**src/mptout_pkg.sv**
```systemverilog
package mptout_pkg;

  // ****************************************************************
  // Clock and time base
  // ****************************************************************
  localparam int unsigned CLK_HZ          = 250_000_000;
  localparam int unsigned CLK_PERIOD_NS   = 4;

  // ****************************************************************
  // Pulse I/O select codes
  // ****************************************************************
  localparam logic [6:0] SEL_VOLT0   = 7'h00;
  localparam logic [6:0] SEL_VOLT1   = 7'h01;
  localparam logic [6:0] SEL_HALF0   = 7'h0A;
  localparam logic [6:0] SEL_HALF1   = 7'h0B;
  localparam logic [6:0] SEL_FIXED0  = 7'h14;
  localparam logic [6:0] SEL_FIXED1  = 7'h15;
  localparam logic [6:0] SEL_PASS    = 7'h64;
  localparam logic [6:0] SEL_RESET   = 7'h00;

  // ****************************************************************
  // Monitor item codes
  // ****************************************************************
  localparam logic [4:0] ITEM_FREQ   = 5'h01;
  localparam logic [4:0] ITEM_CURR   = 5'h02;
  localparam logic [4:0] ITEM_TORQUE = 5'h03;
  localparam logic [4:0] ITEM_REF    = 5'h15;

  // ****************************************************************
  // Pulse rates, in pulses per second
  // ****************************************************************
  localparam int unsigned VOLT_FS_PPS  = 1440;
  localparam int unsigned VOLT_MAX_PPS = 2400;
  localparam int unsigned HS_FS_PPS    = 50_000;
  localparam int unsigned HS_MAX_PPS   = 55_000;
  localparam int unsigned HS_RES_PPS   = 3;

  // Accumulator: wraps at 2^36, one phase step added per cycle
  localparam int unsigned ACC_W        = 36;
  // Rate word is pps in units of 1/16 pps (sub-resolution of 3 pps)
  localparam int unsigned RATE_FRAC    = 4;
  localparam int unsigned RATE_W       = 21;
  // Phase step per cycle = rate * 2^ACC_W / CLK_HZ; kept as a multiplier
  localparam longint unsigned STEP_MUL =
    ((64'd1 << ACC_W) + 64'(CLK_HZ) / 2) / 64'(CLK_HZ);

  // ****************************************************************
  // Pulse widths
  // ****************************************************************
  localparam int unsigned FIXED_ON_NS     = 10_000;
  localparam int unsigned FIXED_ON_CYC    = (FIXED_ON_NS + CLK_PERIOD_NS - 1) / CLK_PERIOD_NS;
  localparam logic [15:0] TRIM_RESET      = 16'h0FA0;
  localparam int unsigned TRIM_UNIT_NS    = 100;
  localparam int unsigned TRIM_UNIT_CYC   = TRIM_UNIT_NS / CLK_PERIOD_NS;

  // ****************************************************************
  // Analog filter
  // ****************************************************************
  localparam int unsigned AM_MIN_MS       = 4;
  localparam int unsigned AM_MIN_CYC      = AM_MIN_MS * (CLK_HZ / 1000);
  localparam int unsigned AM_STEP_MS      = 10;
  localparam int unsigned AM_STEP_CYC     = AM_STEP_MS * (CLK_HZ / 1000);
  localparam logic [8:0]  SMOOTH_MAX      = 9'h1F4;
  localparam logic [15:0] AM_FULL         = 16'hFFFF;

  // ****************************************************************
  // Full-scale reference reset values
  // ****************************************************************
  localparam logic [15:0] FREQ_FS_RESET   = 16'h1770;
  localparam logic [15:0] CURR_FS_RESET   = 16'h03E8;
  localparam logic [15:0] TORQ_FS_RESET   = 16'h05DC;
  localparam logic [15:0] FREQ_RESET_FS_SRC = 16'h1770;

  typedef enum logic [1:0] {
    MPT_VOLT  = 2'b00,
    MPT_HALF  = 2'b01,
    MPT_FIXED = 2'b11,
    MPT_PASS  = 2'b10
  } mpt_mode_t;

endpackage

```
**src/mpt_monitor_out.sv**
```systemverilog
`timescale 1ns/10ps
`default_nettype none
module mpt_monitor_out
  import mptout_pkg::*;
(
  input  wire logic        i_clock,
  input  wire logic        i_reset_n,
  input  wire logic        i_clk_en,
  input  wire logic [6:0]  i_pulse_io_select,
  input  wire logic        i_select_wr,
  input  wire logic        i_all_clear,
  input  wire logic [4:0]  i_pulse_out_item_select,
  input  wire logic [15:0] i_freq_full_scale_ref,
  input  wire logic [15:0] i_current_full_scale_ref,
  input  wire logic [15:0] i_torque_full_scale_ref,
  input  wire logic        i_ref_wr,
  input  wire logic        i_param_write_guard,
  input  wire logic [15:0] i_pulse_meter_trim,
  input  wire logic        i_trim_wr,
  input  wire logic [8:0]  i_analog_out_smoothing,
  input  wire logic [15:0] i_out_freq,
  input  wire logic [15:0] i_out_current,
  input  wire logic [15:0] i_out_torque,
  input  wire logic        i_pulse_input_terminal,
  output logic             o_meter_pulse_terminal,
  output logic             o_open_collector_on,
  output logic             o_high_rate_active,
  output logic             o_trim_refused,
  output logic [6:0]       o_pulse_io_select,
  output logic [15:0]      o_analog_meter_terminal
);
  import mptout_pkg::*;

  // ****************************************************************
  // Settings
  // ****************************************************************
  logic [6:0]  sel_q;
  logic [15:0] trim_q;
  logic [15:0] fs_freq_q, fs_curr_q, fs_torq_q;

  function automatic mpt_mode_t sel_mode(input logic [6:0] s);
    case (s)
      SEL_HALF0, SEL_HALF1:   sel_mode = MPT_HALF;
      SEL_FIXED0, SEL_FIXED1: sel_mode = MPT_FIXED;
      SEL_PASS:               sel_mode = MPT_PASS;
      default:                sel_mode = MPT_VOLT;
    endcase
  endfunction

  wire mpt_mode_t mode      = sel_mode(sel_q);
  wire logic      high_rate = (mode != MPT_VOLT);
  wire logic      sel_ok    = (i_pulse_io_select == SEL_VOLT0) || (i_pulse_io_select == SEL_VOLT1)
                             || (sel_mode(i_pulse_io_select) != MPT_VOLT);

  // Select register; all-clear wins over a write
  always_ff @(posedge i_clock or negedge i_reset_n) begin
    if (!i_reset_n) begin
      sel_q <= SEL_RESET;
    end else if (i_clk_en) begin
      if (i_all_clear) sel_q <= SEL_RESET;
      else if (i_select_wr && sel_ok) sel_q <= i_pulse_io_select;
    end
  end

  // Trim only taken in voltage mode; refused otherwise
  always_ff @(posedge i_clock or negedge i_reset_n) begin
    if (!i_reset_n) begin
      trim_q         <= TRIM_RESET;
      o_trim_refused <= 1'b0;
    end else if (i_clk_en) begin
      if (i_trim_wr && !high_rate) trim_q <= i_pulse_meter_trim;
      o_trim_refused <= i_trim_wr && high_rate;
    end
  end

  // References take writes at any time; the guard is deliberately not read
  always_ff @(posedge i_clock or negedge i_reset_n) begin
    if (!i_reset_n) begin
      fs_freq_q <= FREQ_FS_RESET;
      fs_curr_q <= CURR_FS_RESET;
      fs_torq_q <= TORQ_FS_RESET;
    end else if (i_clk_en && i_ref_wr) begin
      fs_freq_q <= i_freq_full_scale_ref;
      fs_curr_q <= i_current_full_scale_ref;
      fs_torq_q <= i_torque_full_scale_ref;
    end
  end
  wire logic unused_guard = i_param_write_guard;

  // ****************************************************************
  // Monitor ratio, Q16 of full scale
  // ****************************************************************
  logic [15:0] mon_val, mon_fs;
  always_comb begin
    case (i_pulse_out_item_select)
      ITEM_CURR:   begin mon_val = i_out_current; mon_fs = fs_curr_q; end
      ITEM_TORQUE: begin mon_val = i_out_torque;  mon_fs = fs_torq_q; end
      ITEM_REF:    begin mon_val = 16'h0001;      mon_fs = 16'h0001;  end
      default:     begin mon_val = i_out_freq;    mon_fs = fs_freq_q; end
    endcase
  end

  // Sequential divider: ratio = val*2^16/fs, refreshed continuously
  logic [31:0] div_rem_q;
  logic [31:0] div_quo_q;
  logic [5:0]  div_cnt_q;
  logic [18:0] ratio_q;
  // Divisor aligned with the quotient bit decided in this step
  wire  logic [47:0] div_dsor = {32'h0, mon_fs} << (div_cnt_q - 6'h01);
  always_ff @(posedge i_clock or negedge i_reset_n) begin
    if (!i_reset_n) begin
      div_rem_q <= 32'h0;
      div_quo_q <= 32'h0;
      div_cnt_q <= 6'h00;
      ratio_q   <= 19'h0;
    end else if (i_clk_en) begin
      if (div_cnt_q == 6'h00) begin
        div_rem_q <= {mon_val, 16'h0};
        div_quo_q <= 32'h0;
        div_cnt_q <= 6'h1D;
        ratio_q   <= (mon_fs == 16'h0) ? 19'h7FFFF :
                     (div_quo_q[31:19] != 13'h0 ? 19'h7FFFF : div_quo_q[18:0]);
      end else begin
        div_cnt_q <= div_cnt_q - 6'h01;
        if ({16'h0, div_rem_q} >= div_dsor) begin
          div_rem_q <= div_rem_q - div_dsor[31:0];
          div_quo_q <= div_quo_q | (32'h1 << (div_cnt_q - 6'h1));
        end
      end
    end
  end

  // ****************************************************************
  // Rate, scaled and clamped (units of 1/16 pps)
  // ****************************************************************
  wire logic [20:0] fs_rate  = high_rate ? 21'(HS_FS_PPS << RATE_FRAC) : 21'(VOLT_FS_PPS << RATE_FRAC);
  wire logic [20:0] max_rate = high_rate ? 21'(HS_MAX_PPS << RATE_FRAC) : 21'(VOLT_MAX_PPS << RATE_FRAC);
  wire logic [39:0] raw_rate = 40'(fs_rate) * 40'(ratio_q) >> 16;
  wire logic [20:0] rate     = (raw_rate > 40'(max_rate)) ? max_rate : raw_rate[20:0];

  // Phase step; 1/16 pps granularity is far below 3 pps
  wire logic [63:0] step_w   = 64'(rate) * STEP_MUL >> RATE_FRAC;
  logic [ACC_W-1:0] acc_q;
  wire  logic [ACC_W:0] acc_sum = {1'b0, acc_q} + {1'b0, step_w[ACC_W-1:0]};
  wire  logic       wrap     = acc_sum[ACC_W];

  always_ff @(posedge i_clock or negedge i_reset_n) begin
    if (!i_reset_n) acc_q <= '0;
    else if (i_clk_en) acc_q <= acc_sum[ACC_W-1:0];
  end

  // ****************************************************************
  // Pulse shaping
  // ****************************************************************
  logic [31:0] on_cnt_q;
  logic        pin_q;
  wire  logic  in_rise = i_pulse_input_terminal & ~pin_q;
  wire  logic [31:0] volt_w  = 32'(trim_q) * 32'(TRIM_UNIT_CYC);
  wire  logic        fire    = (mode == MPT_PASS) ? in_rise : wrap;
  wire  logic [31:0] width   = (mode == MPT_VOLT) ? volt_w : 32'(FIXED_ON_CYC);
  wire  logic        half_hi = acc_q[ACC_W-1];

  always_ff @(posedge i_clock or negedge i_reset_n) begin
    if (!i_reset_n) begin
      on_cnt_q <= 32'h0;
      pin_q    <= 1'b0;
    end else if (i_clk_en) begin
      pin_q <= i_pulse_input_terminal;
      if (fire) on_cnt_q <= width;
      else if (on_cnt_q != 32'h0) on_cnt_q <= on_cnt_q - 32'h1;
    end
  end

  // Outputs registered; unused terminal held off
  always_ff @(posedge i_clock or negedge i_reset_n) begin
    if (!i_reset_n) begin
      o_meter_pulse_terminal <= 1'b0;
      o_open_collector_on    <= 1'b0;
      o_high_rate_active     <= 1'b0;
      o_pulse_io_select      <= SEL_RESET;
    end else if (i_clk_en) begin
      o_high_rate_active     <= high_rate;
      o_pulse_io_select      <= sel_q;
      o_meter_pulse_terminal <= (mode == MPT_VOLT) && (fire || on_cnt_q != 32'h0);
      o_open_collector_on    <= (mode == MPT_HALF) ? (half_hi && rate != 21'h0) :
                                (high_rate && (fire || on_cnt_q != 32'h0));
    end
  end

  // ****************************************************************
  // Analog meter output with first-order filter
  // ****************************************************************
  wire logic [15:0] am_target = (ratio_q > 19'h0FFFF) ? AM_FULL : ratio_q[15:0];
  wire logic [8:0]  smooth    = (i_analog_out_smoothing > SMOOTH_MAX) ? SMOOTH_MAX : i_analog_out_smoothing;
  // Step interval: 4 ms/16 floor, 10 ms/16 per unit; a coarse but monotonic filter
  wire logic [31:0] am_period = (smooth == 9'h0) ? 32'(AM_MIN_CYC) / 32'h10
                                : 32'(smooth) * 32'(AM_STEP_CYC) / 32'h10;
  logic [31:0] am_tick_q;
  wire  logic  am_tick = (am_tick_q >= am_period);
  wire  logic [15:0] am_diff_up = (am_target - o_analog_meter_terminal) >> 4;
  wire  logic [15:0] am_diff_dn = (o_analog_meter_terminal - am_target) >> 4;

  always_ff @(posedge i_clock or negedge i_reset_n) begin
    if (!i_reset_n) begin
      am_tick_q               <= 32'h0;
      o_analog_meter_terminal <= 16'h0000;
    end else if (i_clk_en) begin
      am_tick_q <= am_tick ? 32'h0 : am_tick_q + 32'h1;
      if (am_tick) begin
        if (am_target > o_analog_meter_terminal)
          o_analog_meter_terminal <= o_analog_meter_terminal + ((am_diff_up == 16'h0) ? 16'h1 : am_diff_up);
        else if (am_target < o_analog_meter_terminal)
          o_analog_meter_terminal <= o_analog_meter_terminal - ((am_diff_dn == 16'h0) ? 16'h1 : am_diff_dn);
      end
    end
  end

  // ****************************************************************
  // Assertions
  // ****************************************************************
  a_clear_to_volt: assert property (@(posedge i_clock) disable iff (!i_reset_n)
    i_clk_en && i_all_clear |=> sel_q == SEL_RESET) else $error("all-clear kept select");
  a_trim_refused: assert property (@(posedge i_clock) disable iff (!i_reset_n)
    i_clk_en && i_trim_wr && high_rate |=> trim_q == $past(trim_q)) else $error("trim taken in high rate");
  a_volt_rate_cap: assert property (@(posedge i_clock) disable iff (!i_reset_n)
    !high_rate |-> rate <= 21'(VOLT_MAX_PPS << RATE_FRAC)) else $error("voltage rate over cap");
  a_hs_rate_cap: assert property (@(posedge i_clock) disable iff (!i_reset_n)
    high_rate |-> rate <= 21'(HS_MAX_PPS << RATE_FRAC)) else $error("high rate over cap");
  a_fixed_width: assert property (@(posedge i_clock) disable iff (!i_reset_n)
    i_clk_en && mode == MPT_FIXED && fire |-> width == 32'(FIXED_ON_CYC)) else $error("fixed width wrong");
  a_volt_quiet_oc: assert property (@(posedge i_clock) disable iff (!i_reset_n)
    i_clk_en && !high_rate |=> !o_open_collector_on) else $error("open collector on in voltage mode");
  a_hs_quiet_fm: assert property (@(posedge i_clock) disable iff (!i_reset_n)
    i_clk_en && high_rate |=> !o_meter_pulse_terminal) else $error("voltage pulse in high rate");
  a_pass_copy: assert property (@(posedge i_clock) disable iff (!i_reset_n)
    i_clk_en && mode == MPT_PASS && in_rise |=> o_open_collector_on) else $error("pass pulse missed");
  a_am_bounded: assert property (@(posedge i_clock) disable iff (!i_reset_n)
    ratio_q >= 19'h10000 |-> am_target == AM_FULL) else $error("analog not clamped");

  c_volt_pulse: cover property (@(posedge i_clock) disable iff (!i_reset_n) $rose(o_meter_pulse_terminal));
  c_oc_pulse:   cover property (@(posedge i_clock) disable iff (!i_reset_n) $rose(o_open_collector_on));
  c_clear:      cover property (@(posedge i_clock) disable iff (!i_reset_n) high_rate ##1 !high_rate);
  c_refused:    cover property (@(posedge i_clock) disable iff (!i_reset_n) o_trim_refused);

endmodule
`default_nettype wire

```
**config.mk**
```make
export PLATFORM = sky130hd
export DESIGN_NAME = mpt_monitor_out
export DESIGN_NICKNAME = d
export VERILOG_FILES = /design/src/mptout_pkg.sv /design/src/mpt_monitor_out.sv
export SDC_FILE = /design/constraint.sdc
export NUM_CORES = 2
export LEC_CHECK = 0
export BUFFER_PORTS_ARGS = -buffer_cell sky130_fd_sc_hd__buf_4
export CAP_MARGIN = 20
export CORE_UTILIZATION = 45
export CTS_BUF_LIST = sky130_fd_sc_hd__clkbuf_4 sky130_fd_sc_hd__clkbuf_8
export DETAILED_ROUTE_END_ITERATION = 10
export GPL_ROUTABILITY_DRIVEN = 0
export PLACE_DENSITY = 0.66
export RECOVER_POWER = 25
export SYNTH_ARGS = -nofsm -noshare
export SYNTH_HDL_FRONTEND = slang
export SYNTH_SLANG_ARGS = --single-unit
```
**constraint.sdc**
```tcl
create_clock -name i_clock -period 14.9 [get_ports i_clock]
set_clock_uncertainty 0.05 [all_clocks]
set_input_delay 2.235 -clock i_clock [delete_from_list [all_inputs] [get_ports i_clock]]
set_output_delay 2.235 -clock i_clock [all_outputs]
set_load 0.005 [all_outputs]
```
==> metrics.log <==
[metrics] final number of setup-violating endpoints: 0
[metrics] WHS: 425 ps
[metrics] filler instances: 6,687
[metrics] post-synthesis async set-or-reset flop share: 1.00
[metrics] cells after synthesis: 3,770
[metrics] number of buffer and inverter instances along the worst setup path: 13
[metrics] vias per std cell: 5.40
[metrics] wire length of the first global-routing pass: 134,000 um
[metrics] pre-CTS WS: -588 ps
[metrics] number of enable-type register cells in the synthesized netlist: 0
[metrics] number of slew-limit violations in the final report: 71
[metrics] top-area cell type share of the netlist area: 0.197
[metrics] count of cell types in the netlist: 90
[metrics] total number of clock tree sinks: 288
[metrics] antenna violations before repair: 2
[metrics] core area: 73,200 um^2
[metrics] number of max-cap violations: 1
[metrics] Crit Path Max Fanout: 6
[metrics] count of yosys warnings during synthesis: 0
[metrics] x dimension of the die: 274 um
[metrics] layout cell share with drive strength beyond 1: 0.219
[metrics] number of nets still failing antenna checks after routing: 0
[metrics] CP Class: flop to flop
[metrics] drt pass-1 iters: 10
[metrics] cell types occupying the most area after synthesis: sky130_fd_sc_hd__ha_1, sky130_fd_sc_hd__dfrtp_1, sky130_fd_sc_hd__fa_1
[metrics] synthesis-to-layout area growth: 20.0%
[metrics] worst hold path class: flop to flop
[metrics] worst rel slew slack: -1.64
[metrics] Boundary Pins: 169
[metrics] measured slew at the worst slew-check pin: 3960 ps
[metrics] clock period minus final worst setup slack: 14,820 ps
[metrics] DIE AREA: 75,300 um^2
[metrics] final instance area: 40,100 um^2
[metrics] number of port buffers: 167
[metrics] sort of element at the end of the critical path: flop
[metrics] count leader, synth: sky130_fd_sc_hd__ha_1
[metrics] # nets final: 4,994
[metrics] setup repair after global routing missed its margin: true
[metrics] status: finished with violations
[metrics] post-synthesis average cell area: 8.86 um^2
[metrics] number of clock buffers inserted by TritonCTS: 54
[metrics] largest net degree at the start of global routing: 71
[metrics] clk_lat worst skew: 680 ps
[metrics] clock transition at the registers of the reported paths: 60 ps
[metrics] aggregate routed wire length: 82,200 um
[metrics] sequential cell area fraction in the yosys report: 0.217
[metrics] Worst Slack Setup Final: 76.3 ps
[metrics] Residual DRC: 9
[metrics] TritonCTS clock tree: built
[metrics] top cell types by occurrence after synthesis: sky130_fd_sc_hd__ha_1, sky130_fd_sc_hd__inv_1, sky130_fd_sc_hd__nor2_1
[metrics] remaining global-route overflow: 0
[metrics] Tcrit/Tclk final: 0.995
[metrics] cell taking the most area after synthesis: sky130_fd_sc_hd__ha_1
[metrics] kind of cell adding the most delay to the critical path: adder cells
[metrics] Register Area: 7240 um^2
[metrics] Hold Fails Final Rpt: 0
[metrics] number of global-route vias before repair: 27,100
[metrics] aggregate global-route resource usage: 0.216
[metrics] starting density of the core: 0.456
[metrics] CP peak stage delay: 560 ps
[metrics] buffer type at the clock tree root: sky130_fd_sc_hd__clkbuf_8
[metrics] final cell utilization of the core: 0.548
[metrics] vertical die dimension: 274 um
[metrics] post-synthesis register bit count: 288
[metrics] deepest level of the CTS H-tree: 2
[metrics] FP Rows: 99
[metrics] vias post-DR: 27,900
[metrics] type of element launching the critical path: flop
[metrics] Critical Path RT: 15,440 ps
[metrics] Detailed Place HPWL: 63,800 um
[metrics] routed wirelength normalized by instance count: 15.9 um
[metrics] slowest CP cell: sky130_fd_sc_hd__or4_4
[metrics] Syn Std Cell Area: 33,400 um^2
[metrics] Max Clock Freq: 67.5 MHz
[metrics] Detailed Route Iter0 Violations: 1,654
[metrics] cell area reported after detailed placement: 37,300 um^2
[metrics] dominant synthesized flop cell: sky130_fd_sc_hd__dfrtp_1
[metrics] failing checks: DRC, capacitance limit, slew limit
[metrics] data arrival time of the critical path: 15,360 ps
[metrics] maximum number of buffers from clock root to sink: 3
[metrics] Multi-input gate area: 24,900 um^2
cells in the final DEF (no fill, tap or decap), types with 56 or more instances in the layout:
cell / count
sky130_fd_sc_hd__xnor2_1: 142
sky130_fd_sc_hd__nand2_1: 241
sky130_fd_sc_hd__fa_1: 162
sky130_fd_sc_hd__nor3_1: 56
sky130_fd_sc_hd__dfrtp_1: 260
sky130_fd_sc_hd__a21oi_1: 184
sky130_fd_sc_hd__nand3_1: 58
sky130_fd_sc_hd__inv_1: 496
sky130_fd_sc_hd__xor2_1: 72
sky130_fd_sc_hd__ha_1: 471
sky130_fd_sc_hd__nor2_1: 261
sky130_fd_sc_hd__o21ai_0: 116
sky130_fd_sc_hd__a21o_1: 69
sky130_fd_sc_hd__clkbuf_8: 65
sky130_fd_sc_hd__buf_4: 431
sky130_fd_sc_hd__mux2_2: 126
layout make-up:
type                       instances  area share
antenna                            1   0.0000624
clock buffer                      81      0.0253
multi-input combinational       2850       0.622
inverter                         513      0.0481
timing repair buffer             454      0.0876
tap                              959      0.0299
clock inverter                    20     0.00658
sequential                       288       0.181
through the flow:
stage | TNS (ps) | std cells
6_report | 0 | 5166
5_1_grt | -9530 | 5166
4_1_cts | 0 | 5131
3_5_place_dp | -13500 | 5028
3_3_place_gp | -8830 | 5028
2_1_floorplan | 0 | 3784
worst paths after layout:
path / end / startpoint / depth (start not counted) / slack, ps
max in group asynchronous: fs_freq_q[3] / i_reset_n / 3 / 8650
max: on_cnt_q[23] / sel_q[6] / 65 / 80
min in group asynchronous: o_analog_meter_terminal[13] / i_reset_n / 1 / 2880
min: acc_q[30] / acc_q[30] / 1 / 420
max reg2reg: on_cnt_q[23] / sel_q[6] / 65 / 80
min reg2reg: acc_q[30] / acc_q[30] / 1 / 420
what timing repair did:
action | CTS | global route
endpoints found under the setup margin | 44 | 49
resized for setup | 22 | 192
cloned | 0 | 1
hold buffers | 0 | 0
buffers inserted | 2 | 32
pin swaps | 7 | 144
worst register-to-register path, delay by kind of cell (launching register included):
kind | cells | cell delay, ps
buffers and inverters | 13 | 1280
AOI/OAI and AO/OA | 22 | 4750
muxes | 1 | 330
xor gates and xnor gates | 2 | 290
DFF | 1 | 410
adders and majority gates | 14 | 4840
and+or+nand+nor | 13 | 2780
sequential cells by signal, summed over array words and instances (netlist names), 6 cells and up:
register,flops
acc_q,36
am_tick_q,32
div_quo_q,32
div_rem_q,32
on_cnt_q,32
ratio_q,19
fs_curr_q,16
fs_freq_q,16
fs_torq_q,16
o_analog_meter_terminal,16
trim_q,16
o_pulse_io_select,7
sel_q,7
div_cnt_q,6
kinds of logic (layout without fill, tap and decap cells):
family	count (synthesis)	in the layout	share of synthesized area
other	2	17	0.000225
muxes	179	179	0.0586
DFF	288	288	0.217
and+or+nand+nor	963	963	0.140
buffers and inverters	646	1068	0.0738
adders and majority gates	691	691	0.296
AOI/OAI and AO/OA	781	781	0.157
xor gates and xnor gates	220	220	0.0577
per-layer routing:
layer,part of all wire,vias up,GRT usage
met1,0.46,13400,0.293
met5,0.00016,-,0
met3,0.043,136,0.0274
met2,0.47,542,0.362
li1,-,13900,-
met4,0.024,2,0.0554
Power is not shown: default switching activity piles up to over one toggle a cycle in this logic, so the estimate is an artifact.
